<file path="src/logic/mifc_pkg.sv">
// Package for the masked interrupt flag controller.
// Assumes a 32-bit AXI4-Lite register bus and a 10 MHz system clock.
package mifc_pkg;

  // ----------------------------------------
  // Register byte offsets
  // ----------------------------------------
  localparam logic [7:0] MIFC_OFS_FLAGS1 = 8'h00;
  localparam logic [7:0] MIFC_OFS_FLAGS2 = 8'h04;
  localparam logic [7:0] MIFC_OFS_MASK1 = 8'h08;
  localparam logic [7:0] MIFC_OFS_MASK2 = 8'h0C;
  localparam logic [7:0] MIFC_OFS_CTRL = 8'h10;
  localparam logic [7:0] MIFC_OFS_EVT = 8'h14;
  localparam logic [7:0] MIFC_OFS_EVT_MASK = 8'h18;

  // ----------------------------------------
  // Field positions and reset values
  // ----------------------------------------
  localparam int MIFC_NSRC = 8;
  localparam int MIFC_GRP = 4;
  localparam int MIFC_BIT_CNT_ZERO = 3;
  localparam int MIFC_BIT_CNT_MATCH = 2;
  localparam int MIFC_BIT_PIN34 = 1;
  localparam int MIFC_BIT_PIN05 = 0;
  localparam int MIFC_BIT_ONE_HZ = 3;
  localparam int MIFC_BIT_FAST_TICK = 2;
  localparam int MIFC_BIT_LEVEL = 1;
  localparam int MIFC_BIT_SERIAL = 0;
  localparam int MIFC_CTRL_GIE = 0;
  localparam int MIFC_EVT_NEW = 0;
  localparam int MIFC_EVT_NUM = 1;
  localparam logic [3:0] MIFC_RST_NIB = 4'h0;
  localparam logic [1:0] MIFC_RESP_OKAY = 2'b00;
  localparam logic [1:0] MIFC_RESP_SLVERR = 2'b10;

  // ----------------------------------------
  // Carriers
  // ----------------------------------------
  typedef struct packed {
    logic counter_zero;
    logic counter_match;
    logic port_pin34;
    logic port_pin05;
  } mifc_grp1_t;

  typedef struct packed {
    logic one_hertz;
    logic fast_tick;
    logic level_detect;
    logic serial_done;
  } mifc_grp2_t;

endpackage

</file>
<file path="src/logic/mifc_edge_flags.sv">
// Four edge-captured sticky request flags with mask, read-clear, write-one-clear.
// Assumes sources are synchronous to CLK_I.
`timescale 1ns/1ps
`default_nettype none
module mifc_edge_flags
  import mifc_pkg::*;
#(
  parameter int WIDTH = 4
)
(
  // Clock and reset
  input wire logic clk_i,
  input wire logic rst_i,
  // Requests and control
  input wire logic [WIDTH-1:0] req_i,
  input wire logic [WIDTH-1:0] enable_i,
  input wire logic read_clr_i,
  input wire logic [WIDTH-1:0] wr_clr_i,
  // State
  output logic [WIDTH-1:0] flags_o,
  output logic new_o
);

  logic [WIDTH-1:0] req_d_r;
  logic [WIDTH-1:0] flags_r;
  logic [WIDTH-1:0] flags_nxt;
  wire [WIDTH-1:0] rise = req_i & ~req_d_r;
  // Mask alone gates storage, never the global enable
  wire [WIDTH-1:0] set = rise & enable_i;
  wire [WIDTH-1:0] clr = read_clr_i ? {WIDTH{1'b1}} : wr_clr_i;

  // ----------------------------------------
  // Set wins, so a request during service is kept
  // ----------------------------------------
  assign flags_nxt = (flags_r & ~clr) | set;

  always_ff @(posedge clk_i or posedge rst_i)
  begin
    if (rst_i)
    begin
      req_d_r <= '0;
      flags_r <= '0;
    end
    else
    begin
      req_d_r <= req_i;
      flags_r <= flags_nxt;
    end
  end

  assign flags_o = flags_r;
  assign new_o = |set;

endmodule
`default_nettype wire

</file>
<file path="src/logic/mifc_top.sv">
// Top of the masked interrupt flag controller with AXI4-Lite registers.
// Assumes request sources and halt strobe come from logic on CLK_I.
`timescale 1ns/1ps
`default_nettype none

// Contract
// - Eight sources, each with own mask
// - Level detect and pin compare share flag
// - CPU interrupt needs flag and global enable
// - Flag set on masked rising edge
// - Reset clears masks and global enable
// - Reading flag register clears all its flags
// - Writing one clears that flag only
// - Requests during service are kept
// - Masked-off requests are discarded
// - Storage ignores global enable
// - Entering halt sets global enable
// - First flag register bit layout
// - Second flag register bit layout
// - First mask register read/write, reset zero
// - Second mask register read/write, reset zero
module mifc_top
  import mifc_pkg::*;
#(
  parameter int ADDR_W = 8
)
(
  // Clock and reset
  input wire logic CLK_I,
  input wire logic RST_I,
  // Request sources, first group
  input wire logic COUNTER_ZERO_I,
  input wire logic COUNTER_MATCH_I,
  input wire logic PORT_PIN34_I,
  input wire logic PORT_PIN05_I,
  // Request sources, second group
  input wire logic ONE_HERTZ_I,
  input wire logic FAST_TICK_I,
  input wire logic SUPPLY_LEVEL_I,
  input wire logic PIN4_COMPARE_I,
  input wire logic SERIAL_DONE_I,
  // CPU side
  input wire logic HALT_ENTER_I,
  output logic CPU_IRQ_O,
  output logic GLOBAL_IRQ_ENABLE_O,
  output logic EVT_IRQ_O,
  // AXI4-Lite write address
  input wire logic [ADDR_W-1:0] S_AXI_AWADDR,
  input wire logic S_AXI_AWVALID,
  output logic S_AXI_AWREADY,
  // AXI4-Lite write data
  input wire logic [31:0] S_AXI_WDATA,
  input wire logic [3:0] S_AXI_WSTRB,
  input wire logic S_AXI_WVALID,
  output logic S_AXI_WREADY,
  // AXI4-Lite write response
  output logic [1:0] S_AXI_BRESP,
  output logic S_AXI_BVALID,
  input wire logic S_AXI_BREADY,
  // AXI4-Lite read address
  input wire logic [ADDR_W-1:0] S_AXI_ARADDR,
  input wire logic S_AXI_ARVALID,
  output logic S_AXI_ARREADY,
  // AXI4-Lite read data
  output logic [31:0] S_AXI_RDATA,
  output logic [1:0] S_AXI_RRESP,
  output logic S_AXI_RVALID,
  input wire logic S_AXI_RREADY
);

  // ----------------------------------------
  // Elaboration check
  // ----------------------------------------
  if (ADDR_W < 5 || ADDR_W > 8)
  begin : g_bad_addr
    $error("ADDR_W must be 5 to 8");
  end

  function automatic logic hit(input logic [ADDR_W-1:0] a, input logic [7:0] ofs);
    hit = (a[ADDR_W-1:2] == ofs[ADDR_W-1:2]);
  endfunction

  function automatic logic known(input logic [ADDR_W-1:0] a);
    known = hit(a, MIFC_OFS_FLAGS1) || hit(a, MIFC_OFS_FLAGS2) || hit(a, MIFC_OFS_MASK1)
      || hit(a, MIFC_OFS_MASK2) || hit(a, MIFC_OFS_CTRL) || hit(a, MIFC_OFS_EVT)
      || hit(a, MIFC_OFS_EVT_MASK);
  endfunction

  // ----------------------------------------
  // Registers
  // ----------------------------------------
  logic [3:0] mask1_r;
  logic [3:0] mask2_r;
  logic gie_r;
  logic gie_nxt;
  logic irq_r;
  logic [1:0] evt_r;
  logic [1:0] evt_nxt;
  logic [1:0] evt_mask_r;
  logic evt_irq_r;
  logic [ADDR_W-1:0] awaddr_r;
  logic aw_held_r;
  logic [31:0] wdata_r;
  logic [3:0] wstrb_r;
  logic w_held_r;
  logic bvalid_r;
  logic [1:0] bresp_r;
  logic rvalid_r;
  logic [31:0] rdata_r;
  logic [1:0] rresp_r;

  // ----------------------------------------
  // Sources
  // ----------------------------------------
  mifc_grp1_t req1;
  mifc_grp2_t req2;
  assign req1.counter_zero = COUNTER_ZERO_I;
  assign req1.counter_match = COUNTER_MATCH_I;
  assign req1.port_pin34 = PORT_PIN34_I;
  assign req1.port_pin05 = PORT_PIN05_I;
  assign req2.one_hertz = ONE_HERTZ_I;
  assign req2.fast_tick = FAST_TICK_I;
  // Shared line: OR before the edge detector
  assign req2.level_detect = SUPPLY_LEVEL_I | PIN4_COMPARE_I;
  assign req2.serial_done = SERIAL_DONE_I;

  // ----------------------------------------
  // Write channel
  // ----------------------------------------
  wire aw_take = S_AXI_AWVALID & S_AXI_AWREADY;
  wire w_take = S_AXI_WVALID & S_AXI_WREADY;
  wire aw_have = aw_held_r | S_AXI_AWVALID;
  wire w_have = w_held_r | S_AXI_WVALID;
  wire [ADDR_W-1:0] wr_addr = aw_held_r ? awaddr_r : S_AXI_AWADDR;
  wire [31:0] wr_data = w_held_r ? wdata_r : S_AXI_WDATA;
  wire [3:0] wr_strb = w_held_r ? wstrb_r : S_AXI_WSTRB;
  wire wr_do = aw_have & w_have & ~bvalid_r;
  wire wr_lane0 = wr_do & wr_strb[0];
  wire wr_f1 = wr_lane0 & hit(wr_addr, MIFC_OFS_FLAGS1);
  wire wr_f2 = wr_lane0 & hit(wr_addr, MIFC_OFS_FLAGS2);
  wire wr_m1 = wr_lane0 & hit(wr_addr, MIFC_OFS_MASK1);
  wire wr_m2 = wr_lane0 & hit(wr_addr, MIFC_OFS_MASK2);
  wire wr_ct = wr_lane0 & hit(wr_addr, MIFC_OFS_CTRL);
  wire wr_ev = wr_lane0 & hit(wr_addr, MIFC_OFS_EVT);
  wire wr_em = wr_lane0 & hit(wr_addr, MIFC_OFS_EVT_MASK);

  // Hold off the next write until its response is taken
  assign S_AXI_AWREADY = ~aw_held_r & ~bvalid_r;
  assign S_AXI_WREADY = ~w_held_r & ~bvalid_r;

  // ----------------------------------------
  // Read channel
  // ----------------------------------------
  wire rd_do = S_AXI_ARVALID & S_AXI_ARREADY;
  assign S_AXI_ARREADY = ~rvalid_r;
  // Reading a flag register empties it
  wire rd_f1 = rd_do & hit(S_AXI_ARADDR, MIFC_OFS_FLAGS1);
  wire rd_f2 = rd_do & hit(S_AXI_ARADDR, MIFC_OFS_FLAGS2);

  // ----------------------------------------
  // Flag banks
  // ----------------------------------------
  logic [3:0] flags1;
  logic [3:0] flags2;
  logic new1;
  logic new2;

  mifc_edge_flags #(.WIDTH(MIFC_GRP)) u_flags1 (
    .clk_i(CLK_I),
    .rst_i(RST_I),
    .req_i(req1),
    .enable_i(mask1_r),
    .read_clr_i(rd_f1),
    .wr_clr_i(wr_f1 ? wr_data[3:0] : 4'h0),
    .flags_o(flags1),
    .new_o(new1)
  );

  mifc_edge_flags #(.WIDTH(MIFC_GRP)) u_flags2 (
    .clk_i(CLK_I),
    .rst_i(RST_I),
    .req_i(req2),
    .enable_i(mask2_r),
    .read_clr_i(rd_f2),
    .wr_clr_i(wr_f2 ? wr_data[3:0] : 4'h0),
    .flags_o(flags2),
    .new_o(new2)
  );

  // ----------------------------------------
  // Global enable and interrupt line
  // ----------------------------------------
  // Halt wins over a software clear in the same cycle
  assign gie_nxt = HALT_ENTER_I ? 1'b1 : (wr_ct ? wr_data[MIFC_CTRL_GIE] : gie_r);

  // No priority among sources; software sorts it out
  wire any_flag = |{flags1, flags2};

  // ----------------------------------------
  // Event status
  // ----------------------------------------
  // Event status: new stored request, and new stored requests in both banks in the same cycle
  wire [1:0] evt_set = {new1 & new2, new1 | new2};
  assign evt_nxt = (evt_r & ~(wr_ev ? wr_data[1:0] : 2'b00)) | evt_set;

  always_ff @(posedge CLK_I or posedge RST_I)
  begin
    if (RST_I)
    begin
      mask1_r <= MIFC_RST_NIB;
      mask2_r <= MIFC_RST_NIB;
      gie_r <= 1'b0;
      irq_r <= 1'b0;
      evt_r <= 2'b00;
      evt_mask_r <= 2'b00;
      evt_irq_r <= 1'b0;
    end
    else
    begin
      if (wr_m1)
        mask1_r <= wr_data[3:0];
      if (wr_m2)
        mask2_r <= wr_data[3:0];
      if (wr_em)
        evt_mask_r <= wr_data[1:0];
      gie_r <= gie_nxt;
      irq_r <= gie_r & any_flag;
      evt_r <= evt_nxt;
      // Registered like the CPU line, so neither interrupt output glitches
      evt_irq_r <= |(evt_r & evt_mask_r);
    end
  end

  // ----------------------------------------
  // Bus bookkeeping
  // ----------------------------------------
  always_ff @(posedge CLK_I or posedge RST_I)
  begin
    if (RST_I)
    begin
      aw_held_r <= 1'b0;
      w_held_r <= 1'b0;
      awaddr_r <= '0;
      wdata_r <= 32'h0000_0000;
      wstrb_r <= 4'h0;
      bvalid_r <= 1'b0;
      bresp_r <= MIFC_RESP_OKAY;
    end
    else
    begin
      if (wr_do)
      begin
        aw_held_r <= 1'b0;
        w_held_r <= 1'b0;
        bvalid_r <= 1'b1;
        bresp_r <= known(wr_addr) ? MIFC_RESP_OKAY : MIFC_RESP_SLVERR;
      end
      else
      begin
        if (aw_take)
        begin
          aw_held_r <= 1'b1;
          awaddr_r <= S_AXI_AWADDR;
        end
        if (w_take)
        begin
          w_held_r <= 1'b1;
          wdata_r <= S_AXI_WDATA;
          wstrb_r <= S_AXI_WSTRB;
        end
        if (bvalid_r && S_AXI_BREADY)
          bvalid_r <= 1'b0;
      end
    end
  end

  // ----------------------------------------
  // Read data
  // ----------------------------------------
  // All state comes in as arguments, so the assignment follows every change
  function automatic logic [31:0] rd_word(
    input logic [ADDR_W-1:0] a,
    input logic [3:0] f1,
    input logic [3:0] f2,
    input logic [3:0] m1,
    input logic [3:0] m2,
    input logic g,
    input logic [1:0] ev,
    input logic [1:0] em
  );
    logic [31:0] w;
    w = 32'h0000_0000;
    if (hit(a, MIFC_OFS_FLAGS1))
      w[3:0] = f1;
    else if (hit(a, MIFC_OFS_FLAGS2))
      w[3:0] = f2;
    else if (hit(a, MIFC_OFS_MASK1))
      w[3:0] = m1;
    else if (hit(a, MIFC_OFS_MASK2))
      w[3:0] = m2;
    else if (hit(a, MIFC_OFS_CTRL))
      w[MIFC_CTRL_GIE] = g;
    else if (hit(a, MIFC_OFS_EVT))
      w[1:0] = ev;
    else if (hit(a, MIFC_OFS_EVT_MASK))
      w[1:0] = em;
    rd_word = w;
  endfunction

  // Unmapped addresses read as zero
  wire [31:0] rd_mux = rd_word(S_AXI_ARADDR, flags1, flags2, mask1_r, mask2_r, gie_r, evt_r,
    evt_mask_r);

  always_ff @(posedge CLK_I or posedge RST_I)
  begin
    if (RST_I)
    begin
      rvalid_r <= 1'b0;
      rdata_r <= 32'h0000_0000;
      rresp_r <= MIFC_RESP_OKAY;
    end
    else if (rd_do)
    begin
      rvalid_r <= 1'b1;
      rdata_r <= rd_mux;
      rresp_r <= known(S_AXI_ARADDR) ? MIFC_RESP_OKAY : MIFC_RESP_SLVERR;
    end
    else if (rvalid_r && S_AXI_RREADY)
      rvalid_r <= 1'b0;
  end

  // ----------------------------------------
  // Outputs
  // ----------------------------------------
  assign CPU_IRQ_O = irq_r;
  assign GLOBAL_IRQ_ENABLE_O = gie_r;
  assign EVT_IRQ_O = evt_irq_r;
  assign S_AXI_BVALID = bvalid_r;
  assign S_AXI_BRESP = bresp_r;
  assign S_AXI_RVALID = rvalid_r;
  assign S_AXI_RDATA = rdata_r;
  assign S_AXI_RRESP = rresp_r;

endmodule
`default_nettype wire

</file>
<file path="config.mk">
export PLATFORM = sky130hd
export DESIGN_NAME = mifc_top
export DESIGN_NICKNAME = d
export VERILOG_FILES = /design/src/logic/mifc_pkg.sv /design/src/logic/mifc_edge_flags.sv /design/src/logic/mifc_top.sv
export SDC_FILE = /design/constraint.sdc
export NUM_CORES = 1
export LEC_CHECK = 0
export BUFFER_PORTS_ARGS = -buffer_cell sky130_fd_sc_hd__buf_2
export CAP_MARGIN = 20
export CORE_MARGIN = 5
export CORE_UTILIZATION = 31
export DETAILED_ROUTE_END_ITERATION = 10
export PLACE_DENSITY = 0.63
export SYNTH_ARGS = -nofsm -noshare
export SYNTH_HDL_FRONTEND = slang
export SYNTH_SLANG_ARGS = --single-unit
</file>
<file path="constraint.sdc">
create_clock -name CLK_I -period 4.1 [get_ports CLK_I]
set_input_delay 0.41 -clock CLK_I [delete_from_list [all_inputs] [get_ports CLK_I]]
set_output_delay 0.41 -clock CLK_I [all_outputs]
set_load 0.01 [all_outputs]
</file>
==> results.ini <==
[finish]
nNetsFinal = 367
drive_gt1_share_pct = 30.8
nFillCells = 878
stdcell_area_sq_um = 3130
syn_to_final_growth_pct = 12.8
diodes = 0
multiInputGateArea_sq_um = 1280
seqCellArea_sq_um = 1300

[synthesis]
synthFlopType = dfrtp_1
syn_inst = 252
syn_area_sq_um = 2770
synthTopCellsByArea = dfrtp_1 47%, buf_4 8.1%, mux2_2 7.7%
synthArstFlopShare_pct = 100
synthTopCellsByCount = 52 x dfrtp_1, 30 x buf_4, 19 x mux2_2, 19 x nand2_1, 15 x o21ai_0
ys_seq_elements = 52
seq_area_frac_synth_pct = 46.9
yosys_warnings = 0
synthMostInstantiatedCell = dfrtp_1
synth.avg_cell_area_sq_um = 11.0
yosysTopAreaCell = dfrtp_1
synth.distinct_cells = 50
yosys.area.top_type_share_pct = 46.9
synth-edff-count = 0

[worst_setup_path]
cp_num_buf_inv = 0
crit_chain = nor3b_2 -> o221ai_2 -> or3b_1 -> mux2_4
cp_max_fo = 16
worstSetupPathType = flop to flop
slowest_delay_ns = 0.74
start_kind = flop
r2r_start = aw_held_r
crit_slowest_cell = dfrtp_1
crit_family = simple AND/OR/NAND/NOR gates
path_depth = 4
cp.required_ns = 4.29
arrival_ns = 2.63
critPathCaptureType = flop
r2r-end = mask2_r[0]
reg2reg_slack_ns = 1.66
reg2reg_depth = 4

[floorplan]
die_w_microns = 105
dieArea_sq_um = 10900
fp.dieH_microns = 105
rows = 34
io_pins = 113
core_area_sq_um = 8720
initial_utilization_pct = 31.8

[global_routing]
grt_pass1_vias = 1949
grt_pass1_wl_microns = 9830
grt_max_degree = 43
antenna_found_initial = 0
overflow = 0
track_usage_pct = 10.9

[placement]
place_ws_ns = 1.69
port-buffer-count = 47
dpl_cell_area_sq_um = 3010
place_hpwl_microns = 4630
place_congestion = 0.822

[routing]
vias_per_cell = 4.83
drtIter0Drc = 159
vias = 1966
post-route-drc-count = 0
wl_per_cell_microns = 14.7
drt-total-wl_microns = 5960
dr.pass1.iters = 4
drt.antenna.violating_nets = 0

[job]
cap_violations = 0

[timing]
fmax_ghz = 0.410
layout_setup_ws_ns = 1.66
rsz0062_at_grt = no
final.min_clock_period_ns = 2.44
min_period_over_period_pct = 59.5
tightest_slew_ns = 0.705
maxSlewHeadroom_pct = 53.0
hold_viol_final = 0
setup_tns_ns = 0
clock_skew_ns = 0.0151
report.final.slew_viol_count = 0
finalSetupViolCount = 0
hold_slack_ns = 0.0223

[clock_network]
post_cts_buffers = 0
cts_sinks = 52
cts_tree = yes
clk_pin_slew_worst_paths_ns = 0.10
cts_hold_buffers = 0
cts_buffers = 5
clk_latency_ns = 0.31
htreeDepth = 2
cts_max_path_buffers = 2
cts_resized = 0
clockRootBuffer = clkbuf_8

[power_and_ir_drop]
totalPowerFinal_uw = 1710
vdd_drop_max_uv = 277
p_leak_uw = 0.00145
p_per_area_nw_per_um2 = 546

[hold_path]
hold_path_class = input pin to asynchronous set/reset pin

[outcome]
status = completed

sequential cells by signal (all words and copies together) (netlist names), 4 cells and up:
signal	count
u_flags2.req_d_r	4
u_flags1.req_d_r	4
u_flags2.flags_o	4
mask2_r	4
awaddr_r	6
wdata_r	4
S_AXI_RDATA	4
mask1_r	4
u_flags1.flags_o	4
routing by layer:
metal  wire, microns  global-route usage (%)  vias up  part of all wire, %
met5               0                       0        -                    0
met4              31                    2.47        0                 0.52
met3             539                    3.33        4                  9.0
met2            2650                    15.9       77                   44
met1            2740                    15.8      936                   46
li1                -                       -      949                    -
area by class of cell:
cell class | instances | area share, %
Clock buffer | 6 | 2.64
Clock inverter | 2 | 1.24
Multi-Input combinational cell | 182 | 41.0
Tap cell | 108 | 4.32
Timing Repair Buffer | 48 | 8.16
Sequential cell | 52 | 41.6
Inverter | 9 | 1.08
power by group:
group / leakage [uW] / internal [uW] / total (uW) / switching (uW)
clock: 0.0000614 / 200 / 371 / 171
sequential: 0.000639 / 657 / 815 / 158
combinational: 0.000755 / 263 / 522 / 259
total: 0.00145 / 1120 / 1710 / 588
logic make-up after synthesis:
group                  after synthesis  share of synthesized area [%]
buffers and inverters               47                           10.8
AO/OA/AOI/OAI                       41                           10.3
flip-flops                          52                           46.9
AND/OR/NAND/NOR                     75                           15.7
multiplexers                        36                           16.1
other                                1                          0.135
placed cells by master, fill, tap and decap left out, types with 3 or more instances in the layout:
master,instances
conb_1,30
nor4_1,11
nand3_1,3
nand3b_1,9
dfrtp_1,52
inv_1,8
clkbuf_8,6
o41ai_1,3
nor3_1,7
buf_2,47
a21oi_1,3
nor2_1,10
mux2i_1,7
nand2_1,19
mux2_4,4
o21ai_0,15
mux2_2,19
a31oi_1,3
a22o_1,4
nand2b_1,3
how the worst max path moves through the flow:
stage	from	to	slack, ns
after global placement	aw_held_r	mask2_r[0]	1.72
final	aw_held_r	mask2_r[0]	1.66
after detailed placement	aw_held_r	mask2_r[3]	1.69
after CTS	aw_held_r	mask2_r[0]	1.64
after global routing	aw_held_r	mask2_r[0]	1.50
after floorplan	aw_held_r	mask2_r[0]	2.33
per-stage QoR:
step                      cells  utilization (%)
after global placement      398             34.3
after detailed placement    399             34.5
final                       407             35.9
after CTS                   407             35.9
after global routing        407             35.9
after floorplan             281                -
Note: power is estimated with default switching activity, not from simulation.
